<file path="config.mk">
export PLATFORM = sky130hd
export DESIGN_NAME = rdpo_port
export DESIGN_NICKNAME = d
export VERILOG_FILES = /design/src/rdpo_pkg.sv /design/src/rdpo_sync.sv /design/src/rdpo_port.sv
export SDC_FILE = /design/constraint.sdc
export NUM_CORES = 1
export LEC_CHECK = 0
export BUFFER_PORTS_ARGS = -buffer_cell sky130_fd_sc_hd__buf_2
export CORE_ASPECT_RATIO = 0.6
export CORE_UTILIZATION = 40
export DETAILED_ROUTE_END_ITERATION = 8
export PLACE_DENSITY = 0.73
export REMOVE_ABC_BUFFERS = 1
export SLEW_MARGIN = 10
export SYNTH_ARGS = -nofsm -noshare
export SYNTH_HDL_FRONTEND = slang
export SYNTH_SLANG_ARGS = --single-unit
</file>
<file path="constraint.sdc">
create_clock -name clk -period 1.7 [get_ports clk]
set_input_delay 0.085 -clock clk [delete_from_list [all_inputs] [get_ports clk]]
set_output_delay 0.085 -clock clk [all_outputs]
set_load 0.01 [all_outputs]
</file>
<file path="src/rdpo_pkg.sv">
// Purpose: shared constants for the dual receive parallel output port
// Assumes: 125 MHz system clock, 32-bit plain register port
// Notes:   offsets are byte addresses of aligned words
package rdpo_pkg;
    localparam int          NUM_CH         = 2;
    localparam int          CHAR_W         = 10;
    localparam int          CNT_W          = 8;
    localparam int          ST_W           = 3;
    localparam int          SYNC_W         = 5;

    localparam logic [7:0]  ADDR_STATUS    = 8'h00;
    localparam logic [7:0]  ADDR_MASK      = 8'h04;
    localparam logic [7:0]  ADDR_CTRL      = 8'h08;
    localparam logic [7:0]  ADDR_STATE     = 8'h0C;

    // status / mask layout
    localparam int          EV_FAULT_POS   = 0;
    localparam int          EV_PWRDN_POS   = 2;
    localparam int          EV_W           = 4;

    // control layout, per channel ch at CTRL_CH_STRIDE*ch
    localparam int          CTRL_CH_STRIDE = 8;
    localparam int          CTRL_RATE_POS  = 0;
    localparam int          CTRL_ST_POS    = 1;
    localparam int          CTRL_OE1_POS   = 3;
    localparam int          CTRL_OE2_POS   = 4;
    localparam logic [15:0] CTRL_RESET     = 16'h1818;

    // state layout, per channel ch at STATE_CH_STRIDE*ch
    localparam int          STATE_CH_STRIDE = 4;
    localparam int          STATE_FAULT_POS = 0;
    localparam int          STATE_PWRDN_POS = 1;
    localparam int          STATE_CLK_POS   = 2;
    localparam int          STATE_STP_POS   = 3;

    localparam logic [1:0]  SELFTEST_ON    = 2'b10;
    localparam logic        RATE_FULL      = 1'b0;

    // entry n holds {status pin, data[1:0]} for self-test state n
    localparam logic [23:0] SELFTEST_MAP_DEF = 24'hFAC688;
endpackage

</file>
<file path="src/rdpo_sync.sv">
// Purpose: two-flop synchroniser for pin-level inputs
// Assumes: inputs are levels from outside the clk domain
// Notes:   first stage feeds only the second stage
`timescale 1ns/100ps
`default_nettype none
module rdpo_sync #(
    parameter int W = 1
) (
    input  wire logic         clk,
    input  wire logic         rst,
    input  wire logic [W-1:0] din,
    output var  logic [W-1:0] dout
);
    logic [W-1:0] meta_reg;
    logic [W-1:0] meta_next;
    logic [W-1:0] out_reg;
    logic [W-1:0] out_next;

    always_comb
    begin
        meta_next = din;
        out_next  = meta_reg;
    end

    always_ff @(posedge clk)
    begin
        if (rst)
        begin
            meta_reg <= '0;
            out_reg  <= '0;
        end
        else
        begin
            meta_reg <= meta_next;
            out_reg  <= out_next;
        end
    end

    assign dout = out_reg;
endmodule
`default_nettype wire

</file>
<file path="src/rdpo_port.sv">
// Purpose: two-channel receive parallel output port with register access
// Assumes: recovered characters arrive as strobes on clk; pins are async
// Notes:   interface clocks are rebuilt from character strobes on clk
`timescale 1ns/100ps
`default_nettype none
// Summary of operation
// - full rate: data changes with true interface clock rising edge
// - half rate: data changes on both edges of the interface clock pair
// - interface clock pair runs while strobes arrive and stops on a stall, rate chosen per channel
// - self-test control 10 puts status on status pin and data[1:0]
// - power-down flag high when both retimer output enables are 0
// - retimer clock equals interface clock rate, or twice it at half rate
// - retimer clock comes from the same character strobes, toggling with each interface clock edge
// - training clock serves only as fallback frequency reference
// - low reset pin returns all state to initial values
// - use-local-ref low locks to training clock, link fault held low
module rdpo_port #(
    parameter logic [23:0] SELFTEST_MAP = rdpo_pkg::SELFTEST_MAP_DEF
) (
    input  wire logic        clk,
    input  wire logic        rst,
    input  wire logic        resetPinN,
    input  wire logic [1:0]  cdr_training_clk,
    input  wire logic [1:0]  use_local_ref,
    input  wire logic [1:0]  cdrLocked,
    input  wire logic [1:0]  carrierOk,
    input  wire logic [1:0]  recStrobe,
    input  wire logic [9:0]  recChar0,
    input  wire logic [9:0]  recChar1,
    input  wire logic [2:0]  selftestState0,
    input  wire logic [2:0]  selftestState1,
    input  wire logic [7:0]  regAddr,
    input  wire logic [31:0] regWdata,
    input  wire logic        regWr,
    input  wire logic        regRd,
    output var  logic [31:0] regRdata,
    output var  logic        irq,
    output var  logic [9:0]  rx_char_out0,
    output var  logic [9:0]  rx_char_out1,
    output var  logic [1:0]  rx_iface_clk_p,
    output var  logic [1:0]  rx_iface_clk_n,
    output var  logic [1:0]  selftest_status_pin,
    output var  logic [1:0]  retimer_pwrdn_flag,
    output var  logic [1:0]  retimer_clk_out,
    output var  logic [1:0]  link_fault_ind
);
    localparam int NC = rdpo_pkg::NUM_CH;
    localparam int CW = rdpo_pkg::CHAR_W;
    localparam int KW = rdpo_pkg::CNT_W;

    function automatic logic [2:0] stLookup(input logic [2:0] st);
        stLookup = SELFTEST_MAP[st*3 +: 3];
    endfunction

    function automatic logic [15:0] ctrlField(input logic [15:0] c, input int ch, input int pos);
        ctrlField = 16'(c >> (ch * rdpo_pkg::CTRL_CH_STRIDE + pos));
    endfunction

    logic [rdpo_pkg::SYNC_W-1:0] syncOut;
    logic [1:0]                  trgS;
    logic [1:0]                  ulcS;
    logic                        resetPinS;
    logic                        lrst;

    rdpo_sync #(
        .W (rdpo_pkg::SYNC_W)
    ) u_sync (
        .clk  (clk),
        .rst  (rst),
        .din  ({resetPinN, use_local_ref, cdr_training_clk}),
        .dout (syncOut)
    );

    assign trgS      = syncOut[1:0];
    assign ulcS      = syncOut[3:2];
    assign resetPinS = syncOut[4];

    // pin reset is only seen after three flops (two synchroniser stages plus rstPinSeen_reg), so it cannot glitch the core
    logic rstPinSeen_reg;
    logic rstPinSeen_next;
    assign lrst = rst | ~rstPinSeen_reg;

    always_comb
    begin
        rstPinSeen_next = resetPinS;
    end

    always_ff @(posedge clk)
    begin
        if (rst)
            rstPinSeen_reg <= 1'b0;
        else
            rstPinSeen_reg <= rstPinSeen_next;
    end

    // register file
    logic [15:0]                 ctrl_reg;
    logic [15:0]                 ctrl_next;
    logic [rdpo_pkg::EV_W-1:0]   status_reg;
    logic [rdpo_pkg::EV_W-1:0]   status_next;
    logic [rdpo_pkg::EV_W-1:0]   mask_reg;
    logic [rdpo_pkg::EV_W-1:0]   mask_next;
    logic [31:0]                 rdata_reg;
    logic [31:0]                 rdata_next;
    logic                        irq_reg;
    logic                        irq_next;
    logic [rdpo_pkg::EV_W-1:0]   events;
    logic [15:0]                 stateWord;

    // channel state
    logic [NC-1:0][CW-1:0]       char_reg;
    logic [NC-1:0][CW-1:0]       char_next;
    logic [NC-1:0]               iclk_reg;
    logic [NC-1:0]               iclk_next;
    logic [NC-1:0]               rclk_reg;
    logic [NC-1:0]               rclk_next;
    logic [NC-1:0][KW-1:0]       cnt_reg;
    logic [NC-1:0][KW-1:0]       cnt_next;
    logic [NC-1:0][KW-1:0]       period_reg;
    logic [NC-1:0][KW-1:0]       period_next;
    logic [NC-1:0]               stp_reg;
    logic [NC-1:0]               stp_next;
    logic [NC-1:0]               pwrdn_reg;
    logic [NC-1:0]               pwrdn_next;
    logic [NC-1:0]               fault_reg;
    logic [NC-1:0]               fault_next;
    logic [NC-1:0]               trgPrev_reg;
    logic [NC-1:0]               trgPrev_next;

    logic [NC-1:0][CW-1:0]       recChar;
    logic [NC-1:0][2:0]          stState;

    assign recChar = {recChar1, recChar0};
    assign stState = {selftestState1, selftestState0};

    always_comb
    begin
        logic        strobe;
        logic        mid;
        logic        halfRate;
        logic [CW-1:0] src;
        logic [2:0]  code;
        strobe = 1'b0;
        mid = 1'b0;
        halfRate = 1'b0;
        src = '0;
        code = '0;
        char_next    = char_reg;
        iclk_next    = iclk_reg;
        rclk_next    = rclk_reg;
        cnt_next     = cnt_reg;
        period_next  = period_reg;
        stp_next     = stp_reg;
        pwrdn_next   = pwrdn_reg;
        fault_next   = fault_reg;
        trgPrev_next = trgS;
        for (int ch = 0; ch < NC; ch++)
        begin
            halfRate = ctrlField(ctrl_reg, ch, rdpo_pkg::CTRL_RATE_POS) != 16'h0000
                       && ctrlField(ctrl_reg, ch, rdpo_pkg::CTRL_RATE_POS) % 2 == 1;
            // training edges only stand in while no data is being recovered
            if (!ulcS[ch] || !cdrLocked[ch])
            begin
                strobe = trgS[ch] & ~trgPrev_reg[ch];
                src = '0;
            end
            else
            begin
                strobe = recStrobe[ch];
                src = recChar[ch];
            end
            // midpoint needs a measured period; the counter saturates on a stall
            mid = (cnt_reg[ch] == (period_reg[ch] >> 1)) && !strobe
                  && period_reg[ch] > 8'h01;
            if (strobe)
            begin
                period_next[ch] = cnt_reg[ch] + 8'h01;
                cnt_next[ch] = '0;
            end
            else if (cnt_reg[ch] != 8'hFF)
            begin
                cnt_next[ch] = cnt_reg[ch] + 8'h01;
            end
            if (strobe)
            begin
                char_next[ch] = src;
                code = stLookup(stState[ch]);
                if (2'(ctrlField(ctrl_reg, ch, rdpo_pkg::CTRL_ST_POS))
                    == rdpo_pkg::SELFTEST_ON)
                begin
                    // upper bits pass unchanged; receiver must not trust them
                    char_next[ch][1:0] = code[1:0];
                    stp_next[ch] = code[2];
                end
                else
                begin
                    stp_next[ch] = 1'b0;
                end
            end
            if (!halfRate)
            begin
                if (strobe)
                    iclk_next[ch] = 1'b1;
                else if (mid)
                    iclk_next[ch] = 1'b0;
            end
            else if (strobe)
            begin
                iclk_next[ch] = ~iclk_reg[ch];
            end
            // retimer toggles where the interface clock does, plus midpoints at half rate
            if (strobe || (mid && !halfRate))
                rclk_next[ch] = ~rclk_reg[ch];
            else if (mid && halfRate)
                rclk_next[ch] = ~rclk_reg[ch];
            pwrdn_next[ch] = 1'(ctrlField(ctrl_reg, ch, rdpo_pkg::CTRL_OE1_POS)) == 1'b0
                          && 1'(ctrlField(ctrl_reg, ch, rdpo_pkg::CTRL_OE2_POS)) == 1'b0;
            fault_next[ch] = ulcS[ch] & carrierOk[ch] & cdrLocked[ch];
        end
    end

    always_ff @(posedge clk)
    begin
        if (lrst)
        begin
            char_reg    <= '0;
            iclk_reg    <= '0;
            rclk_reg    <= '0;
            cnt_reg     <= '0;
            period_reg  <= '0;
            stp_reg     <= '0;
            pwrdn_reg   <= '0;
            fault_reg   <= '0;
            trgPrev_reg <= '0;
        end
        else
        begin
            char_reg    <= char_next;
            iclk_reg    <= iclk_next;
            rclk_reg    <= rclk_next;
            cnt_reg     <= cnt_next;
            period_reg  <= period_next;
            stp_reg     <= stp_next;
            pwrdn_reg   <= pwrdn_next;
            fault_reg   <= fault_next;
            trgPrev_reg <= trgPrev_next;
        end
    end

    // events: link fault newly asserted (indicator fell), power-down flag changed
    always_comb
    begin
        events = '0;
        for (int ch = 0; ch < NC; ch++)
        begin
            events[rdpo_pkg::EV_FAULT_POS + ch] = fault_reg[ch] & ~fault_next[ch];
            events[rdpo_pkg::EV_PWRDN_POS + ch] = pwrdn_reg[ch] ^ pwrdn_next[ch];
        end
    end

    always_comb
    begin
        stateWord = '0;
        for (int ch = 0; ch < NC; ch++)
        begin
            stateWord[ch*rdpo_pkg::STATE_CH_STRIDE + rdpo_pkg::STATE_FAULT_POS] = fault_reg[ch];
            stateWord[ch*rdpo_pkg::STATE_CH_STRIDE + rdpo_pkg::STATE_PWRDN_POS] = pwrdn_reg[ch];
            stateWord[ch*rdpo_pkg::STATE_CH_STRIDE + rdpo_pkg::STATE_CLK_POS]   = iclk_reg[ch];
            stateWord[ch*rdpo_pkg::STATE_CH_STRIDE + rdpo_pkg::STATE_STP_POS]   = stp_reg[ch];
        end
    end

    always_comb
    begin
        ctrl_next   = ctrl_reg;
        mask_next   = mask_reg;
        status_next = status_reg;
        rdata_next  = '0;
        if (regWr && regAddr == rdpo_pkg::ADDR_CTRL)
            ctrl_next = regWdata[15:0];
        if (regWr && regAddr == rdpo_pkg::ADDR_MASK)
            mask_next = regWdata[rdpo_pkg::EV_W-1:0];
        if (regRd)
        begin
            case (regAddr)
                rdpo_pkg::ADDR_STATUS:
                begin
                    rdata_next = {28'h0000000, status_reg};
                    status_next = '0;
                end
                rdpo_pkg::ADDR_MASK:  rdata_next = {28'h0000000, mask_reg};
                rdpo_pkg::ADDR_CTRL:  rdata_next = {16'h0000, ctrl_reg};
                rdpo_pkg::ADDR_STATE: rdata_next = {16'h0000, stateWord};
                default:              rdata_next = '0;
            endcase
        end
        // a new event beats the read-clear in the same cycle
        status_next = status_next | events;
        irq_next = |(status_next & mask_next);
    end

    always_ff @(posedge clk)
    begin
        if (lrst)
        begin
            ctrl_reg   <= rdpo_pkg::CTRL_RESET;
            mask_reg   <= '0;
            status_reg <= '0;
            rdata_reg  <= '0;
            irq_reg    <= 1'b0;
        end
        else
        begin
            ctrl_reg   <= ctrl_next;
            mask_reg   <= mask_next;
            status_reg <= status_next;
            rdata_reg  <= rdata_next;
            irq_reg    <= irq_next;
        end
    end

    assign regRdata            = rdata_reg;
    assign irq                 = irq_reg;
    assign rx_char_out0        = char_reg[0];
    assign rx_char_out1        = char_reg[1];
    assign rx_iface_clk_p      = iclk_reg;
    assign rx_iface_clk_n      = ~iclk_reg;
    assign selftest_status_pin = stp_reg;
    assign retimer_pwrdn_flag  = pwrdn_reg;
    assign retimer_clk_out     = rclk_reg;
    assign link_fault_ind      = fault_reg;
endmodule
`default_nettype wire

</file>
==> reports/metrics.csv <==
metric,value,unit
synthesis-to-finish area growth,43.6,%
Slew Limit Fails,0,
die width,137,um
Synth area leaders,"dfxtp_1 (52%), mux2i_1 (6.0%), nor2_1 (4.9%)",
syn_area_per_cell,9.98,um^2
wire per inst,14.8,um
initial antenna violation count,0,
clock latency on the worst-skew pair,0.41,ns
Layout Skew,0.0104,ns
"delay-heaviest family, CP",simple AND/OR/NAND/NOR gates,
Worst Hold Depth,3,
CP endpoint kind,flip-flop,
total track usage,0.213,
H-tree lvl count,4,
CP Class,input port to flip-flop,
Root Driver,clkbuf_16,
worst-margin pin slew,0.573,ns
CTS Sinks,114,
sequential fraction of the synthesis area,0.524,
Final Non-Filler Cells,774,
I/O pins,146,
Detail Route Antenna Nets,0,
IO Port Bufs,113,
CTS max path bufs,2,
Final GP Congestion,0.903,
Placed Area,5140,um^2
"commonest non-fill, non-tap cell in the layout",dfxtp_1,
first-pass GRT wire length,17.8,mm
clk slew on worst S/H paths,0.06,ns
Placement Rows,29,
DIE AREA,11300,um^2
Die H,82.8,um
"Max stage delay cell, worst path",nor2_1,
Max Freq,0.628,GHz
PD cells,1070,nW/um^2
Final Cell Area,6250,um^2
Final #Nets,705,
"Remaining Overflow, GRT",0,
"EDFF count, synth",0,
maxcap violations,0,
min Tclk post-route,1.59,ns
Synth warnings,0,
DRT Pass-1 Iters,5,
startpoint types,input port,
Yosys reg bits,114,
"Period Utilization, post-route",0.937,
DP HPWL,7.86,mm
Sum Neg Setup Slack,0,ns
# fillers,878,
Crit Path Max Fanout,16,
Initial Utilization,0.412,
fraction of layout instances using a drive strength above 1,0.282,
n_diodes,0,
DRC,0,
Most used DFF post-synth,dfxtp_1,
CTS Buf Count,17,
Synth cell types,39,
Syn Inst Count,436,
total power draw,0.00667,W
largest net degree at the start of global routing,22,
Final setup viols,0,
dpl cells,694,
reg2reg path depth,5,
Crit. path cell count,5,
Place WS,-0.274,ns
CP Cell Sequence,dlygate4sd3_1 > buf_2 > nand2b_2 > nor2_1 > a22o_1,
post-synth top area share,0.524,
Mapped Area,4350,um^2
vias in the first global route,3625,
RSZ-0062 raised after global routing,no,
Post-synth ARST share,0,
Final Hold Viols,0,
"Req. time, crit path",2.04,ns
CP peak stage delay,0.54,ns
Critical path buffers and inverters,2,
final WL,11.4,mm
vias per cell,4.90,
outcome,"complete, no violations",
Leak Pwr,2.80,nW
DR vias,3793,
Max VDD drop,823,uV
CTS tree,built,
1st-iter DRT viols,244,
worst path arrival time,1.94,ns
"commonest cells after routing, fill and taps aside","dfxtp_1 (114), buf_2 (113), nor2_1 (57), dlygate4sd3_1 (48), mux2i_1 (26)",
Slew headroom,0.616,
setup ws final,0.107,ns
CORE AREA,10600,um^2
Yosys top cell by area,dfxtp_1,
HP Class,input port to flip-flop,
## cells by family (layout without fill, tap and decap cells)
kind of cell	after synthesis	after routing	synth area share
xor gates and xnor gates	28	28	0.0564
AOI/OAI and AO/OA	70	70	0.112
DFF	114	114	0.524
and+or+nand+nor	155	155	0.175
muxes	30	30	0.0805
other	1	16	0.000862
adders and majority gates	2	2	0.00575
buffers and inverters	36	220	0.0454
## Yosys cell counts, types with 2 or more instances
library cell	n
dfxtp_1	114
nor2_1	57
mux2i_1	26
a21oi_1	24
nand2_1	22
nor2b_1	18
nand3_1	17
xor2_1	17
a22o_1	16
buf_4	16
a211oi_1	14
and2_1	14
clkbuf_1	13
xnor2_1	11
nor3_1	10
a221oi_1	4
mux4_2	4
nor4_1	4
o21ai_0	4
and3_1	3
inv_1	3
a21o_1	2
buf_1	2
buf_2	2
ha_1	2
nand3b_1	2
o211ai_1	2
or4_4	2
## stage by stage
stage               hold slack (ns)   util
finish                       0.0190  0.592
global route                 0.0137  0.592
global placement              0.295  0.487
floorplan                     0.157      -
detailed placement            0.298  0.487
CTS                         0.00269  0.591
## worst paths after layout
kind                           start  slack [ns]         endpoint
hold reg to reg   u_sync.meta_reg[0]        0.44   u_sync.dout[0]
setup / recovery                 rst        0.11  rx_char_out0[8]
hold / removal           recChar0[1]        0.02  rx_char_out0[1]
setup reg to reg      u_sync.dout[3]        0.19      cnt_reg[14]
## worst register-to-register path: stages, from the launching register on
cell and delay, ns:
dfxtp_1 0.38, nand2_1 0.14, nand3b_1 0.12, and2_1 0.35
nand2_1 0.24, a21oi_1 0.20
## routing by layer
layer,global-route usage,routed length (um),vias up
li1,-,-,1867
met1,0.285,5520,1795
met2,0.326,5110,123
met3,0.0674,730,8
met4,0.0700,68,0
met5,0,0,-
## cell type report
class | count | area [um^2] | area share
repair buffers | 185 | 1230 | 0.196
clock buffers | 18 | 439 | 0.0703
flip-flops and latches | 114 | 2280 | 0.365
inverters | 3 | 11.3 | 0.00180
clock inverters | 14 | 181 | 0.0290
well taps | 139 | 174 | 0.0278
multi-input cells | 301 | 1940 | 0.310
## where the power goes
group          switching (W)  leakage (nW)  internal [W]
sequential        0.00000721         0.920       0.00269
clock                0.00130         0.289       0.00236
combinational       0.000136          1.59      0.000174
## timing repair
item                                   in CTS  in global routing
endpoints found under the hold margin      44                  0
resized for setup                           0                  1
buffers inserted                            0                  0
hold buffers                               48                  0
setup endpoints to repair                   0                  1
(Power assumes the default switching activity.)
